`config.mk`:
```
export PLATFORM = sky130hd
export DESIGN_NAME = icc_ctrl_status
export DESIGN_NICKNAME = d
export VERILOG_FILES = /design/src/common/icc_pkg.sv /design/src/core/icc_glitch_filter.sv /design/src/core/icc_scl_clkgen.sv /design/src/core/icc_ctrl_status.sv
export SDC_FILE = /design/constraint.sdc
export NUM_CORES = 1
export LEC_CHECK = 0
export BUFFER_PORTS_ARGS = -buffer_cell sky130_fd_sc_hd__buf_2
export CORE_UTILIZATION = 30
export CTS_BUF_LIST = sky130_fd_sc_hd__clkbuf_4
export CTS_CLUSTER_SIZE = 8
export DETAILED_ROUTE_END_ITERATION = 7
export PLACE_DENSITY_LB_ADDON = 0.2
export SLEW_MARGIN = 40
export SYNTH_ARGS = -nofsm -noshare
export SYNTH_HDL_FRONTEND = slang
export SYNTH_HIERARCHICAL = 1
export SYNTH_SLANG_ARGS = --single-unit
```
`constraint.sdc`:
```
create_clock -name i_clk_sys -period 3 [get_ports i_clk_sys]
set_input_delay 0.3 -clock i_clk_sys [delete_from_list [all_inputs] [get_ports i_clk_sys]]
set_output_delay 0.3 -clock i_clk_sys [all_outputs]
set_load 0.005 [all_outputs]
```
`src/common/icc_pkg.sv`:
```
/*
 * Shared constants and carrier types of the two-wire bus control tail,
 * event flag bank and serial clock generator.
 * Assumes one 200 MHz bus clock and a protocol engine on the same clock.
 */
`default_nettype none
package icc_pkg;
	//--------------------------------------------------------------
	// register map
	//--------------------------------------------------------------
	localparam int unsigned ADDR_W = 8;
	localparam logic [7:0] OFF_CTRL = 8'h00;
	localparam logic [7:0] OFF_STAT = 8'h04;
	localparam logic [7:0] OFF_DIV = 8'h08;
	localparam logic [7:0] OFF_TIME = 8'h14;
	localparam logic [31:0] CTRL_RESET = 32'h0000_0000;
	localparam logic [31:0] CTRL_WMASK = 32'h0000_7F0E;
	localparam logic [17:0] DIV_RESET = 18'h0_0000;
	localparam logic [3:0] GLITCH_RESET = 4'h0;
	// control bit positions
	localparam int unsigned CB_RST = 0;
	localparam int unsigned CB_EN = 1;
	localparam int unsigned CB_SCL = 2;
	localparam int unsigned CB_GC = 3;
	localparam int unsigned CB_IE_TX = 8;
	localparam int unsigned CB_IE_RX = 9;
	localparam int unsigned CB_IE_NACK = 10;
	localparam int unsigned CB_IE_STOP = 11;
	localparam int unsigned CB_IE_ADDR = 12;
	localparam int unsigned CB_IE_ARB = 13;
	localparam int unsigned CB_IE_START = 14;
	// status bit positions
	localparam int unsigned SB_DFLT = 20;
	localparam int unsigned SB_START = 11;
	localparam int unsigned SB_ARB = 10;
	localparam int unsigned SB_GCALL = 9;
	localparam int unsigned SB_OWN = 8;
	localparam int unsigned SB_STOP = 7;
	localparam int unsigned SB_NACK = 6;
	localparam int unsigned SB_RX = 5;
	localparam int unsigned SB_TX = 4;
	localparam int unsigned SB_FOREIGN = 3;
	localparam int unsigned SB_ACTIVE = 2;
	localparam int unsigned SB_NACK_LVL = 1;
	localparam int unsigned SB_DIR = 0;
	// divider and timing fields
	localparam int unsigned DIV_W = 18;
	localparam int unsigned GLITCH_LSB = 10;
	localparam int unsigned GLITCH_W = 4;
	localparam int unsigned SOFT_RST_CYCLES = 2;
	//--------------------------------------------------------------
	// carrier types
	//--------------------------------------------------------------
	// one-cycle event pulses from the protocol engine
	typedef struct packed {
		logic default_addr_hit, start_seen, arb_lost_flag;
		logic general_call_hit, own_address_match, stop_seen;
		logic nack_error_flag, rx_byte_flag, tx_done_flag;
	} icc_evt_type;
	// live levels from the protocol engine
	typedef struct packed {
		logic foreign_bus_activity, controller_active, nack_level, dir_level;
	} icc_lvl_type;
endpackage : icc_pkg
`default_nettype wire

```
`src/core/icc_glitch_filter.sv`:
```
/*
 * Pin synchroniser and glitch suppressor for one bus line.
 * Assumes an asynchronous pin and a filter length from the timing word.
 */
`default_nettype none
module icc_glitch_filter #(
	parameter int unsigned LEN_W = 4
) (
	input wire logic i_clk_sys,
	input wire logic i_sys_rst,
	input wire logic i_pin,
	input wire logic [LEN_W-1:0] i_len,
	output logic o_level
);
	import icc_pkg::*;
	logic s1_q, s2_q, s3_q, lvl_q;
	logic [LEN_W-1:0] cnt_q;
	wire settled = (s2_q == s3_q) && (s3_q != lvl_q);
	wire accept = settled && (cnt_q >= i_len);
	// three stages; a change counts once stages two and three have agreed for i_len + 1 cycles
	always_ff @(posedge i_clk_sys or posedge i_sys_rst)
	begin
		if (i_sys_rst)
		begin
			{s1_q, s2_q, s3_q, lvl_q} <= 4'hF;
			cnt_q <= '0;
		end
		else
		begin
			{s1_q, s2_q, s3_q} <= {i_pin, s1_q, s2_q};
			lvl_q <= accept ? s3_q : lvl_q;
			cnt_q <= (settled && !accept) ? cnt_q + 1'b1 : '0;
		end
	end
	assign o_level = lvl_q;
endmodule : icc_glitch_filter
`default_nettype wire

```
`src/core/icc_scl_clkgen.sv`:
```
/*
 * Reload down-counter that toggles the serial clock level.
 * Assumes divider and filter length stay stable while running.
 */
`default_nettype none
module icc_scl_clkgen #(
	parameter int unsigned DIV_W = 18,
	parameter int unsigned LEN_W = 4
) (
	input wire logic i_clk_sys,
	input wire logic i_sys_rst,
	input wire logic i_run,
	input wire logic [DIV_W-1:0] i_div,
	input wire logic [LEN_W-1:0] i_len,
	output logic o_scl,
	output logic o_toggle
);
	import icc_pkg::*;
	logic [DIV_W-1:0] cnt_q, cnt_d;
	logic [LEN_W:0] hold_q, hold_d;
	logic scl_q, scl_d;
	// the hold adds the reload cycle, and the filter length on the high half
	always_comb
	begin
		cnt_d = cnt_q;
		hold_d = hold_q;
		scl_d = scl_q;
		if (!i_run)
		begin
			cnt_d = i_div;
			hold_d = '0;
			scl_d = 1'b1;
		end
		else if (hold_q != '0)
			hold_d = hold_q - 1'b1;
		else if (cnt_q == '0)
		begin
			scl_d = !scl_q;
			cnt_d = i_div;
			hold_d = scl_q ? (LEN_W+1)'(1) : {1'b0, i_len} + 1'b1;
		end
		else
			cnt_d = cnt_q - 1'b1;
	end
	always_ff @(posedge i_clk_sys or posedge i_sys_rst)
	begin
		if (i_sys_rst)
			{cnt_q, hold_q, scl_q} <= {{(DIV_W+LEN_W+1){1'b0}}, 1'b1};
		else
			{cnt_q, hold_q, scl_q} <= {cnt_d, hold_d, scl_d};
	end
	assign o_scl = scl_q;
	assign o_toggle = i_run && (hold_q == '0) && (cnt_q == '0);
endmodule : icc_scl_clkgen
`default_nettype wire

```
`src/core/icc_ctrl_status.sv`:
```
/*
 * Control tail, event flag bank and serial clock output of the two-wire
 * bus controller, reached over the APB peripheral bus.
 * Assumes a protocol engine on the same clock delivering event pulses and
 * levels, and an open-drain clock pin resolved outside.
 */
`default_nettype none
module icc_ctrl_status (
	input wire logic i_clk_sys,
	input wire logic i_sys_rst,
	input wire logic i_psel,
	input wire logic i_penable,
	input wire logic i_pwrite,
	input wire logic [icc_pkg::ADDR_W-1:0] i_paddr,
	input wire logic [31:0] i_pwdata,
	output logic [31:0] o_prdata,
	output logic o_pready,
	output logic o_pslverr,
	input wire icc_pkg::icc_evt_type i_evt,
	input wire icc_pkg::icc_lvl_type i_lvl,
	input wire logic i_scl,
	input wire logic i_sda,
	output logic o_scl,
	output logic o_scl_oe_n,
	output logic o_scl_filt,
	output logic o_sda_filt,
	output logic o_serial_clock_out,
	output logic o_scl_toggle,
	output logic o_general_call_enable,
	output logic o_ctrl_enable,
	output logic o_soft_rst,
	output logic o_irq
);
	import icc_pkg::*;

	//--------------------------------------------------------------
	// flag packing
	//--------------------------------------------------------------
	// places each event flag at its status bit
	function automatic logic [31:0] flags_to_word(input icc_evt_type f);
		logic [31:0] w;
		w = '0;
		w[SB_DFLT] = f.default_addr_hit;
		w[SB_START] = f.start_seen;
		w[SB_ARB] = f.arb_lost_flag;
		w[SB_GCALL] = f.general_call_hit;
		w[SB_OWN] = f.own_address_match;
		w[SB_STOP] = f.stop_seen;
		w[SB_NACK] = f.nack_error_flag;
		w[SB_RX] = f.rx_byte_flag;
		w[SB_TX] = f.tx_done_flag;
		return w;
	endfunction : flags_to_word

	// picks the event flags back out of a status word
	function automatic icc_evt_type word_to_flags(input logic [31:0] w);
		icc_evt_type f;
		f.default_addr_hit = w[SB_DFLT];
		f.start_seen = w[SB_START];
		f.arb_lost_flag = w[SB_ARB];
		f.general_call_hit = w[SB_GCALL];
		f.own_address_match = w[SB_OWN];
		f.stop_seen = w[SB_STOP];
		f.nack_error_flag = w[SB_NACK];
		f.rx_byte_flag = w[SB_RX];
		f.tx_done_flag = w[SB_TX];
		return f;
	endfunction : word_to_flags

	//--------------------------------------------------------------
	// state
	//--------------------------------------------------------------
	logic [31:0] ctrl_q, ctrl_d;
	logic [DIV_W-1:0] div_q, div_d;
	logic [GLITCH_W-1:0] glitch_q, glitch_d;
	logic [1:0] rst_cnt_q, rst_cnt_d;
	logic [31:0] prdata_q, prdata_d;
	icc_evt_type flags_q, flags_d;
	icc_evt_type evt_set, clr_mask;
	logic [31:0] lvl_word;
	logic [31:0] rd_mux;
	logic [6:0] cause;

	//--------------------------------------------------------------
	// bus decode
	//--------------------------------------------------------------
	// setup phase captures read data, access phase commits writes
	wire setup_ph = i_psel && !i_penable;
	wire access_ph = i_psel && i_penable;
	wire hit_ctrl = (i_paddr == OFF_CTRL);
	wire hit_stat = (i_paddr == OFF_STAT);
	wire hit_div = (i_paddr == OFF_DIV);
	wire hit_time = (i_paddr == OFF_TIME);
	wire hit_any = hit_ctrl || hit_stat || hit_div || hit_time;
	wire wr_ctrl = access_ph && i_pwrite && hit_ctrl;
	wire wr_div = access_ph && i_pwrite && hit_div;
	wire wr_time = access_ph && i_pwrite && hit_time;
	wire rd_stat_acc = access_ph && !i_pwrite && hit_stat;
	// no wait states; unmapped addresses answer with an error
	assign o_pready = 1'b1;
	assign o_pslverr = access_ph && !hit_any;

	//--------------------------------------------------------------
	// control word and soft reset
	//--------------------------------------------------------------
	wire soft_rst = (rst_cnt_q != 2'h0);
	wire ctl_en = ctrl_q[CB_EN];
	wire scl_drive = ctrl_q[CB_SCL];
	wire general_call_enable = ctrl_q[CB_GC];
	// the reset bit is not stored; it reads back as the running pulse
	assign ctrl_d = wr_ctrl ? (i_pwdata & CTRL_WMASK) : ctrl_q;
	assign div_d = wr_div ? i_pwdata[DIV_W-1:0] : div_q;
	assign glitch_d = wr_time ? i_pwdata[GLITCH_LSB +: GLITCH_W] : glitch_q;
	// a fresh write of one restarts the two-cycle pulse
	assign rst_cnt_d = (wr_ctrl && i_pwdata[CB_RST]) ? 2'(SOFT_RST_CYCLES)
		: (soft_rst ? rst_cnt_q - 2'h1 : 2'h0);

	always_ff @(posedge i_clk_sys or posedge i_sys_rst)
	begin
		if (i_sys_rst)
		begin
			ctrl_q <= CTRL_RESET;
			div_q <= DIV_RESET;
			glitch_q <= GLITCH_RESET;
			rst_cnt_q <= 2'h0;
		end
		else
		begin
			ctrl_q <= ctrl_d;
			div_q <= div_d;
			glitch_q <= glitch_d;
			rst_cnt_q <= rst_cnt_d;
		end
	end

	//--------------------------------------------------------------
	// event flags
	//--------------------------------------------------------------
	// events count only while enabled and outside the soft reset pulse
	wire evt_ok = ctl_en && !soft_rst;
	assign evt_set.default_addr_hit = evt_ok && i_evt.default_addr_hit;
	assign evt_set.start_seen = evt_ok && i_evt.start_seen;
	assign evt_set.arb_lost_flag = evt_ok && i_evt.arb_lost_flag;
	// general-call hits are flagged only when software allows them
	assign evt_set.general_call_hit = evt_ok && general_call_enable && i_evt.general_call_hit;
	assign evt_set.own_address_match = evt_ok && i_evt.own_address_match;
	assign evt_set.stop_seen = evt_ok && i_evt.stop_seen;
	assign evt_set.nack_error_flag = evt_ok && i_evt.nack_error_flag;
	assign evt_set.rx_byte_flag = evt_ok && i_evt.rx_byte_flag;
	assign evt_set.tx_done_flag = evt_ok && i_evt.tx_done_flag;
	// clear only what the read returned, so a later event is never lost
	assign clr_mask = rd_stat_acc ? word_to_flags(prdata_q) : icc_evt_type'(0);
	// a set in the clearing cycle wins over the clear
	assign flags_d = soft_rst ? icc_evt_type'(0)
		: icc_evt_type'((flags_q & ~clr_mask) | evt_set);

	always_ff @(posedge i_clk_sys or posedge i_sys_rst)
	begin
		if (i_sys_rst)
			flags_q <= icc_evt_type'(0);
		else
			flags_q <= flags_d;
	end

	//--------------------------------------------------------------
	// live status levels
	//--------------------------------------------------------------
	// levels read as zero while the controller is switched off
	always_comb
	begin
		lvl_word = '0;
		lvl_word[SB_FOREIGN] = ctl_en && i_lvl.foreign_bus_activity;
		lvl_word[SB_ACTIVE] = ctl_en && i_lvl.controller_active;
		lvl_word[SB_NACK_LVL] = ctl_en && i_lvl.nack_level;
		lvl_word[SB_DIR] = ctl_en && i_lvl.dir_level;
	end

	//--------------------------------------------------------------
	// read data
	//--------------------------------------------------------------
	// unmapped reads and unused bits return zero; the reset bit returns the pulse
	assign rd_mux = hit_ctrl ? {ctrl_q[31:1], soft_rst}
		: hit_stat ? (flags_to_word(flags_q) | lvl_word)
		: hit_div ? {{(32-DIV_W){1'b0}}, div_q}
		: hit_time ? {{(32-GLITCH_LSB-GLITCH_W){1'b0}}, glitch_q, {GLITCH_LSB{1'b0}}}
		: 32'h0000_0000;
	assign prdata_d = (setup_ph && !i_pwrite) ? rd_mux : prdata_q;

	always_ff @(posedge i_clk_sys or posedge i_sys_rst)
	begin
		if (i_sys_rst)
			prdata_q <= 32'h0000_0000;
		else
			prdata_q <= prdata_d;
	end
	assign o_prdata = prdata_q;

	//--------------------------------------------------------------
	// interrupt qualification
	//--------------------------------------------------------------
	// the three address hits share one enable
	assign cause[6] = flags_q.start_seen && ctrl_q[CB_IE_START];
	assign cause[5] = flags_q.arb_lost_flag && ctrl_q[CB_IE_ARB];
	assign cause[4] = (flags_q.own_address_match || flags_q.general_call_hit
		|| flags_q.default_addr_hit) && ctrl_q[CB_IE_ADDR];
	assign cause[3] = flags_q.stop_seen && ctrl_q[CB_IE_STOP];
	assign cause[2] = flags_q.nack_error_flag && ctrl_q[CB_IE_NACK];
	assign cause[1] = flags_q.rx_byte_flag && ctrl_q[CB_IE_RX];
	assign cause[0] = flags_q.tx_done_flag && ctrl_q[CB_IE_TX];
	assign o_irq = |cause;

	//--------------------------------------------------------------
	// serial clock and pins
	//--------------------------------------------------------------
	// clearing the drive bit puts us in slave mode and frees the line
	wire clk_run = scl_drive && ctl_en && !soft_rst;
	logic scl_level;

	icc_scl_clkgen #(
		.DIV_W(DIV_W),
		.LEN_W(GLITCH_W)
	) u_clkgen (
		.i_clk_sys(i_clk_sys),
		.i_sys_rst(i_sys_rst),
		.i_run(clk_run),
		.i_div(div_q),
		.i_len(glitch_q),
		.o_scl(scl_level),
		.o_toggle(o_scl_toggle)
	);

	icc_glitch_filter #(
		.LEN_W(GLITCH_W)
	) u_scl_filter (
		.i_clk_sys(i_clk_sys),
		.i_sys_rst(i_sys_rst),
		.i_pin(i_scl),
		.i_len(glitch_q),
		.o_level(o_scl_filt)
	);

	icc_glitch_filter #(
		.LEN_W(GLITCH_W)
	) u_sda_filter (
		.i_clk_sys(i_clk_sys),
		.i_sys_rst(i_sys_rst),
		.i_pin(i_sda),
		.i_len(glitch_q),
		.o_level(o_sda_filt)
	);

	// open drain: only ever pull low; enable is active low
	assign o_scl = 1'b0;
	assign o_scl_oe_n = !(clk_run && !scl_level);
	assign o_serial_clock_out = scl_level;
	assign o_general_call_enable = general_call_enable;
	assign o_ctrl_enable = ctl_en;
	assign o_soft_rst = soft_rst;
endmodule : icc_ctrl_status
`default_nettype wire

```
# After elaboration in Yosys (flattened, before gate mapping)

Cells that the tools add are included.

Bits in registers: 115
Bits of input ports: 60
Output and inout bits: 44
Word-level logic and storage cells: 133

$add $sub $neg: 6
Magnitude comparators: 2
Equal/unequal tests: 10
Muxes and demuxes: 20
Bitwise operators: 4
Reduce and logical (&&, ||, !) cells: 64

Operators with widths:

| kind                                                 | count |
|---|---|
| two-way mux 18 bit                                   | 4 |
| logical AND 1 bit                                    | 44 |
| two-way mux 21 bit                                   | 2 |
| OR 21 x 4 -> 21 bit                                  | 1 |
| two-way mux 5 bit                                    | 4 |
| logical NOT 18 bit                                   | 1 |
| two-way mux 9 bit                                    | 2 |
| subtractor 18 x 1 -> 18 bit (second input constant)  | 1 |
| two-way mux 14 bit                                   | 1 |
| bitwise AND 9 bit                                    | 1 |
| NOT 9 bit                                            | 1 |
| OR 9 bit                                             | 1 |
| adder 4 x 1 -> 4 bit (second input constant)         | 2 |
| equality test 8 x 3 -> 1 bit (second input constant) | 1 |
| equality test 8 x 4 -> 1 bit (second input constant) | 1 |
| equality test 8 x 5 -> 1 bit (second input constant) | 1 |
| greater-or-equal comparator 4 bit                    | 2 |
| logical NOT 1 bit                                    | 8 |
| logical NOT 8 bit                                    | 1 |
| two-way mux 4 bit                                    | 2 |
| OR reduction 7 bit                                   | 1 |
| adder 4 x 1 -> 5 bit (second input constant)         | 1 |
| logical NOT 5 bit                                    | 1 |
| logical OR 1 bit                                     | 5 |
| other kinds (12)                                     | 17 |

# Longest topological paths before layout

Gate-level depths: netlist (run 1).

Word-level depth: 8
Depth in mapped cells: 8
Gate-level depth less buffers: 7

# By module

The synthesis (run 1) kept the hierarchy.

By module, submodules not included:

| module            | times used | cells an instance | area an instance (um^2) | seq. area each (um^2) |
|---|---|---|---|---|
| icc_ctrl_status   | 1          | 285               | 3026.7                  | 1551.5 |
| icc_scl_clkgen    | 1          | 190               | 1620.3                  | 601.8 |
| icc_glitch_filter | 2          | 36                | 427.9                   | 205.2 |

# Worst setup path after synthesis (run 1)

Ideal clock, no wire load.

Path type: register -> register
From: reg u_clkgen.cnt_q[0]
To: reg u_clkgen.cnt_q[11]
Setup time: 119 ps
Arrival: 1973 ps
Data required time: 2881 ps
Slack: 909 ps
Stages on the path, launching flop included: 9
Path buffers: 2
Clock period less this slack: 2091 ps
Cells stage by stage: dfrtp_1 -> inv_1 -> ha_1 -> or4b_4 -> buf_6 -> o21a_1 -> buf_6 -> o32a_1 -> o21a_1

Cells in the longest elaborated chain, start to end: 4
Elaborated cells between the ends (all ways): 5
Classes of those cells: 1 x add/sub; 3 x mux; 1 x reduce/logical

Ends and longest elaborated chain:

| item                                                                     | RTL line                                   | source |
|---|---|---|
| start, declared                                                          | icc_scl_clkgen.sv:19                       | `logic [DIV_W-1:0] cnt_q, cnt_d;` |
| start signal, assigned                                                   | icc_scl_clkgen.sv:48                       | `{cnt_q, hold_q, scl_q} <= {{(DIV_W+LEN_W+1){1'b0}}, 1'b1};` |
| start signal, assigned                                                   | icc_scl_clkgen.sv:50                       | `{cnt_q, hold_q, scl_q} <= {cnt_d, hold_d, scl_d};` |
| subtractor 18 x 1 -> 18 bit / logical NOT 18 bit (equally long branches) | icc_scl_clkgen.sv:43, icc_scl_clkgen.sv:36 |  |
| two-way mux 18 bit (*)                                                   | icc_scl_clkgen.sv:36                       | `else if (cnt_q == '0)` |
| two-way mux 18 bit (*)                                                   | icc_scl_clkgen.sv:34                       | `else if (hold_q != '0)` |
| two-way mux 18 bit (*)                                                   | icc_scl_clkgen.sv:28                       | `if (!i_run)` |

Every way passes the cells marked *; elsewhere a longest branch is shown, timed or not. The select of a mux whose other input is x is not followed.
A chain may end at the register's enable or synchronous reset.

# Worst setup path in the final report (run 1)

From: reg u_clkgen.hold_q[0]
To: out o_scl_toggle

Cells in the longest elaborated chain, start to end: 3

Ends and longest elaborated chain:

| item                           | RTL line              | source |
|---|---|---|
| start, declared                | icc_scl_clkgen.sv:20  | `logic [LEN_W:0] hold_q, hold_d;` |
| start signal, assigned         | icc_scl_clkgen.sv:48  |  |
| start signal, assigned         | icc_scl_clkgen.sv:50  |  |
| logical NOT 5 bit              | icc_scl_clkgen.sv:53  | `assign o_toggle = i_run && (hold_q == '0) && (cnt_q == '0);` |
| logical AND 1 bit (2 in a row) | icc_scl_clkgen.sv:53  |  |
| end, declared                  | icc_ctrl_status.sv:28 | `output logic o_scl_toggle,` |

Every way passes these cells.

==> impl_metrics.json, run 1 <==
{
  "status": "finished, final reports clean",
  "grt_usage_pct": 16.9,
  "hpwlAfterDp_um": 11100,
  "period_share_pct": 88.9,
  "p_leak_nw": 3.04,
  "clockBufferDepth": 2,
  "clk_pin_slew_worst_paths_ns": 0.15,
  "cp.arrival_ns": 2.37,
  "routabilityCongestion": 0.816,
  "finalNetCount": 696,
  "synth_common_cells": "dfrtp_1 (93), nand2_1 (69), a21oi_1 (36), inv_1 (27)",
  "vdd_drop_max_mv": 0.192,
  "cts_buffers": 9,
  "postRouteAntennaNets": 0,
  "pin_count": 104,
  "syn_area_um2": 5500,
  "cts_resized": 0,
  "path_max_fanout": 6,
  "drv_slew": 0,
  "synth_xor_area_share_pct": 2.39,
  "ys_types": 70,
  "core_um2": 18000,
  "path_cells": "inv_1 -> ha_1 -> or4b_1 -> nor2_1 -> and4_1 -> buf_2",
  "worst-path-buf-inv": 2,
  "grt_pass1_wl_um": 24100,
  "path_class": "reg2out",
  "synth-edff-count": 0,
  "ys_seq_area_share_pct": 46.6,
  "io_buffers": 74,
  "setup_slack_ns": 0.334,
  "fin_skew_ns": 0.0164,
  "cp.required_ns": 2.70,
  "synth-simple-area-share_pct": 19.3,
  "setup_viol": 0,
  "synth_most_common_cell": "dfrtp_1",
  "critPathMaxStageDelay_ns": 0.63,
  "synth_compound_area_share_pct": 15.9,
  "multi_input_area_um2": 2650,
  "synth_top_family_by_area": "simple AND/OR/NAND/NOR gates",
  "routed_wirelength_um": 14800,
  "via_count": 4414,
  "postCtsHoldBufs": 9,
  "fp.dieW_um": 137,
  "synth_adder_area_share_pct": 2.96,
  "final_layout_size_suffix_gt1_share_pct": 25.6,
  "synth_area_leaders": "dfrtp_1 (42%), nand2_1 (4.7%), dfstp_2 (4.3%)",
  "hold_class": "in2reg",
  "fin_util_pct": 35.0,
  "design_area_um2": 6290,
  "ys_ff_latch": 102,
  "post-place-ws_ns": 0.645,
  "tightest_slew_ns": 0.701,
  "rows": 49,
  "clock_sinks": 102,
  "p_per_area_nw_per_um2": 416,
  "cts_max_level": 3,
  "clock-root-buffer": "clkbuf_4",
  "syn_inst": 547,
  "max_cap_viol_count": 0,
  "start_util_pct": 30.6,
  "grt_max_degree": 48,
  "viasPerCell": 5.14,
  "fillers": 1838,
  "synthArstFlopShare_pct": 100,
  "route.detailed.drc": 0,
  "max_slew_margin_pct": 52.8,
  "synthFlopType": "dfrtp_1",
  "die-area_um2": 18900,
  "finalHoldViolCount": 0,
  "crit_family": "simple AND/OR/NAND/NOR gates",
  "placed_area_um2": 6030,
  "grt_pass1_vias": 4425,
  "yosys.area.top_type": "dfrtp_1",
  "postCtsSetupBuffers": 0,
  "yosysWarnings": 6,
  "synth.top_cell.area_share_pct": 42.3,
  "p_total_mw": 2.61,
  "grt_overflow": 0,
  "tns_ns": 0,
  "syn_avg_cell_area_um2": 10.1,
  "cp-end-kind": "output port",
  "rsz0062_at_grt": "no",
  "setup.worst_path.start_class": "flop",
  "muxShareOfSynthArea_pct": 6.53,
  "seqCellArea_um2": 2560,
  "wire_per_inst_um": 17.3,
  "final.min_clock_period_ns": 2.67,
  "initialDrtViolationCount": 227,
  "insertion_delay_ns": 0.49,
  "dieHeight_um": 137,
  "fmax_mhz": 375,
  "cpMaxStageDelayCell": "or4b_1",
  "cts_tree": "built",
  "first_pass_iters": 4,
  "antenna_found_initial": 1,
  "area_growth_pct": 14.3
}
## worst register-to-register path: cells and delay by family (launching register included)
| kind | cells | cell delay [ns] |
|---|---|---|
| buffers and inverters | 1 | 0.10 |
| AO/OA/AOI/OAI | 3 | 0.87 |
| AND/OR/NAND/NOR | 1 | 0.55 |
| flip-flops | 1 | 0.43 |
| adder cells (fa/ha/maj) | 1 | 0.28 |
## layout make-up
type                       count  area share, %
tap                          229           4.56
multi-input combinational    393           42.1
clock inverter                 5           1.19
inverter                      27           1.65
antenna                        1         0.0398
timing repair buffer          90           8.36
clock buffer                  11           1.31
sequential                   102           40.8
## registers in the layout, indices dropped and copies added, names as in the netlist, 2 cells and up
| register | cells |
|---|---|
| div_q | 18 |
| u_sda_filter/cnt_q | 4 |
| flags_q | 9 |
| u_clkgen/hold_q | 5 |
| o_prdata | 19 |
| rst_cnt_q | 2 |
| glitch_q | 4 |
| u_clkgen/cnt_q | 18 |
| u_scl_filter/cnt_q | 4 |
| ctrl_q | 10 |
## stage by stage
stage	hold slack, ns	instances
floorplan	0.113	560
global placement	0.296	832
detailed placement	0.321	832
CTS	0.00238	857
global route	0.0134	858
finish	0.0401	858
## cell usage in the layout, fill, tap and decap left out, types with 3 or more instances in the layout
cell type,Yosys,routed
dfrtp_1,93,93
buf_2,5,74
nand2_1,69,69
a21oi_1,36,36
inv_1,27,25
nor3_1,22,22
nor2_1,22,22
nand3_1,20,20
o21ai_0,17,17
mux2_2,15,15
conb_1,2,15
ha_1,13,13
clkbuf_4,0,11
nand2b_1,10,10
a22oi_1,10,10
mux2_4,10,10
xor2_1,10,10
dlygate4sd3_1,0,9
dfstp_2,9,9
o31ai_1,8,8
a31o_2,8,8
nor4_1,6,6
o22ai_1,6,6
a31oi_1,6,6
buf_4,15,6
a22o_1,5,5
o21a_1,5,5
xnor2_1,5,5
o211ai_1,5,5
a221oi_1,4,4
or3_1,5,4
mux2i_1,4,4
nor2b_1,3,3
nor3b_2,2,3
a2bb2oi_1,3,3
and3_1,3,3
nand4_1,3,3
nand4b_1,3,3
## report_power, final
group,switching [mW],internal [mW],total (mW)
clock,0.477,0.352,0.829
sequential,0.0449,1.43,1.47
combinational,0.176,0.136,0.313
## worst paths after layout
| check | end | slack, ns | start | cells past startpoint |
|---|---|---|---|---|
| worst max-delay path | o_scl_toggle | 0.33 | u_clkgen/hold_q[0] | 6 |
| worst min-delay path | flags_q[4] | 0.04 | i_evt[4] | 2 |
| worst max register to register | u_clkgen/cnt_q[3] | 0.68 | u_clkgen/cnt_q[0] | 6 |
| worst min register to register | u_scl_filter/s2_q | 0.37 | u_scl_filter/s1_q | 0 |
| max in group asynchronous | div_q[9] | 1.89 | i_sys_rst | 4 |
| min in group asynchronous | u_scl_filter/cnt_q[2] | 0.36 | i_sys_rst | 3 |
## routing by layer
metal	global-route usage, %	part of all wire [%]
met1	22.6	47
met2	26.5	46
met3	2.94	4.4
met4	7.57	2.6
met5	0	0
## logic make-up after synthesis
| kind of cell | count (synthesis) |
|---|---|
| mux | 29 |
| compound gates | 129 |
| fa+ha+maj | 13 |
| simple gates | 192 |
| flops | 102 |
| other cells | 2 |
| buf+inv | 65 |
| xor+xnor | 15 |
No activity file was read; power rests on OpenSTA's default activity.
==> run 2, diff against run 1 <==
RECOVER_POWER = 100   (was default)
==> run 2 against run 1 <==
Effect of this change: the run now ends with max-capacitance violations, max-slew violations left; sequential share of layout area grew 1.0 points; global-route usage is the same; sequential power is essentially flat; critical endpoint is now u_clkgen/hold_q[4]; clock skew shrank 0.00082 ns; fmax shrank 1.9%; utilization shrank 0.88 points; design area shrank 2.5%; critical path depth shrank 1; combinational power shrank 5%.
==> impl_metrics.json, run 2 (synthesis gave the netlist of run 1 again) <==
{
  "r2r-start": "u_clkgen/cnt_q[8]",
  "violations": "max-capacitance violations, max-slew violations",
  "grt_overflow": 0,
  "first_pass_iters": 4,
  "clock-root-buffer": "clkbuf_4",
  "hp-start": "i_evt[4]",
  "pin_count": 104,
  "tns_ns": 0,
  "routed_wirelength_um": 14800,
  "setup_viol": 0,
  "drv_slew": 49,
  "grt_max_degree": 48,
  "hpwlAfterDp_um": 11100,
  "cts_max_level": 3,
  "min_path_cells": 2,
  "wire_per_inst_um": 17.3,
  "final.min_clock_period_ns": 2.72,
  "layout.cells.most_common": "dfrtp_1",
  "route.detailed.drc": 0,
  "dieHeight_um": 137,
  "die-area_um2": 18900,
  "path_class": "reg2reg",
  "rrSetupSlack_ns": 0.28,
  "period_share_pct": 90.6,
  "clock_sinks": 102,
  "fin_skew_ns": 0.0156,
  "fin_util_pct": 34.1,
  "cts_buffers": 9,
  "clkPwrFrac_pct": 31.9,
  "initialDrtViolationCount": 249,
  "antenna_found_initial": 1,
  "grt_pass1_wl_um": 24100,
  "path_max_fanout": 7,
  "insertion_delay_ns": 0.48,
  "finalHoldViolCount": 0,
  "fillers": 1870,
  "core_um2": 18000,
  "cts_resized": 0,
  "swShare_pct": 26.7,
  "fp.dieW_um": 137,
  "grt_usage_pct": 16.9,
  "r2r_cells": 5,
  "setup_slack_ns": 0.283,
  "max_slew_margin_pct": -16.0,
  "cp.required_ns": 3.39,
  "clk_pin_slew_worst_paths_ns": 0.16,
  "vdd_drop_max_mv": 0.189,
  "cp-end-kind": "flop",
  "setup.worst_path.start_class": "flop",
  "io_buffers": 74,
  "power_switching_mw": 0.693,
  "grt_pass1_vias": 4425,
  "p_total_mw": 2.60,
  "p_comb_share_pct": 11.5,
  "path_cells": "nor4_1 -> nand2b_1 -> nor3_1 -> nand4b_1 -> a21boi_0",
  "cts_tree": "built",
  "p_leak_nw": 2.91,
  "finalNetCount": 696,
  "status": "finished with violations",
  "max_cap_viol_count": 2,
  "routabilityCongestion": 0.816,
  "cpMaxStageDelayCell": "nor3_1",
  "via_count": 4417,
  "pwr-share-seq_pct": 56.6,
  "post-place-ws_ns": 0.645,
  "worstReg2RegEnd": "u_clkgen/hold_q[4]",
  "rsz0062_at_grt": "no",
  "hold_path_end": "flags_q[4]",
  "hold_class": "in2reg",
  "postCtsSetupBuffers": 0,
  "clockBufferDepth": 2,
  "tightest_slew_ns": 1.74,
  "internal_power_mw": 1.90,
  "holdWs_ns": 0.0430,
  "critPathMaxStageDelay_ns": 0.91,
  "fmax_mhz": 368,
  "start_util_pct": 30.6,
  "final_layout_size_suffix_gt1_share_pct": 17.4,
  "p_per_area_nw_per_um2": 423,
  "postRouteAntennaNets": 0,
  "rows": 49,
  "final_cell_mix": "dfrtp_1 (93), nand2_1 (69), buf_2 (56)",
  "largest_register_ffs": 19,
  "cp.arrival_ns": 3.11,
  "area_growth_pct": 11.4,
  "viasPerCell": 5.15
}
## run 2: what timing repair did
action | CTS | global route
hold buffers | 9 | 0
endpoints found under the hold margin | 85 | 0
endpoints found under the setup margin | 0 | 0
## run 2: area by class of cell
class	instances	area, µm²	area share (%)
diodes	1	2.50	0.0408
clock buffers	11	82.6	1.35
inverters	27	101	1.65
well taps	229	287	4.67
repair buffers	90	483	7.88
multi-input cells	393	2540	41.4
flip-flops and latches	102	2560	41.8
clock inverters	5	75.1	1.22
## run 2: metrics by stage
| step | cell area [µm²] | instances |
|---|---|---|
| finish | 6130 | 858 |
| detailed placement | 6030 | 832 |
| floorplan | 5550 | 560 |
| global placement | 6030 | 832 |
| global route | 6130 | 858 |
| CTS | 6280 | 857 |
## run 2: critical path, delay by kind of cell, from the launching register on
family           cells  cell delay (ns)
AND/OR/NAND/NOR      4             1.91
flip-flops           1             0.47
AO/OA/AOI/OAI        1             0.25
## run 2: worst max-delay path by stage
stage,start,end,slack [ns]
after global routing,u_clkgen/cnt_q[8],u_clkgen/hold_q[0],0.17
after global placement,i_paddr[4],div_q[15],0.57
after detailed placement,i_paddr[4],div_q[17],0.64
after floorplan,u_clkgen/cnt_q[0],u_clkgen/cnt_q[11],0.91
final,u_clkgen/cnt_q[8],u_clkgen/hold_q[4],0.28
after CTS,u_clkgen/hold_q[0],o_scl_toggle,0.30
## run 2: layer usage
metal / up-vias / GRT usage [%] / part of all wire [%]
met5: - / 0 / 0
met4: 0 / 7.57 / 2.3
met3: 25 / 2.94 / 4.1
met2: 124 / 26.5 / 47
met1: 2166 / 22.6 / 46
li1: 2102 / - / -
## run 2: power by group through the flow
stage	clock network [mW]	logic, mW	registers (mW)
final	0.827	0.298	1.47
after global routing	0.909	0.339	1.48
after CTS	0.860	0.316	1.47
after detailed placement	0	0.306	1.50
after global placement	0	0.301	1.50
after floorplan	0	0.216	1.48
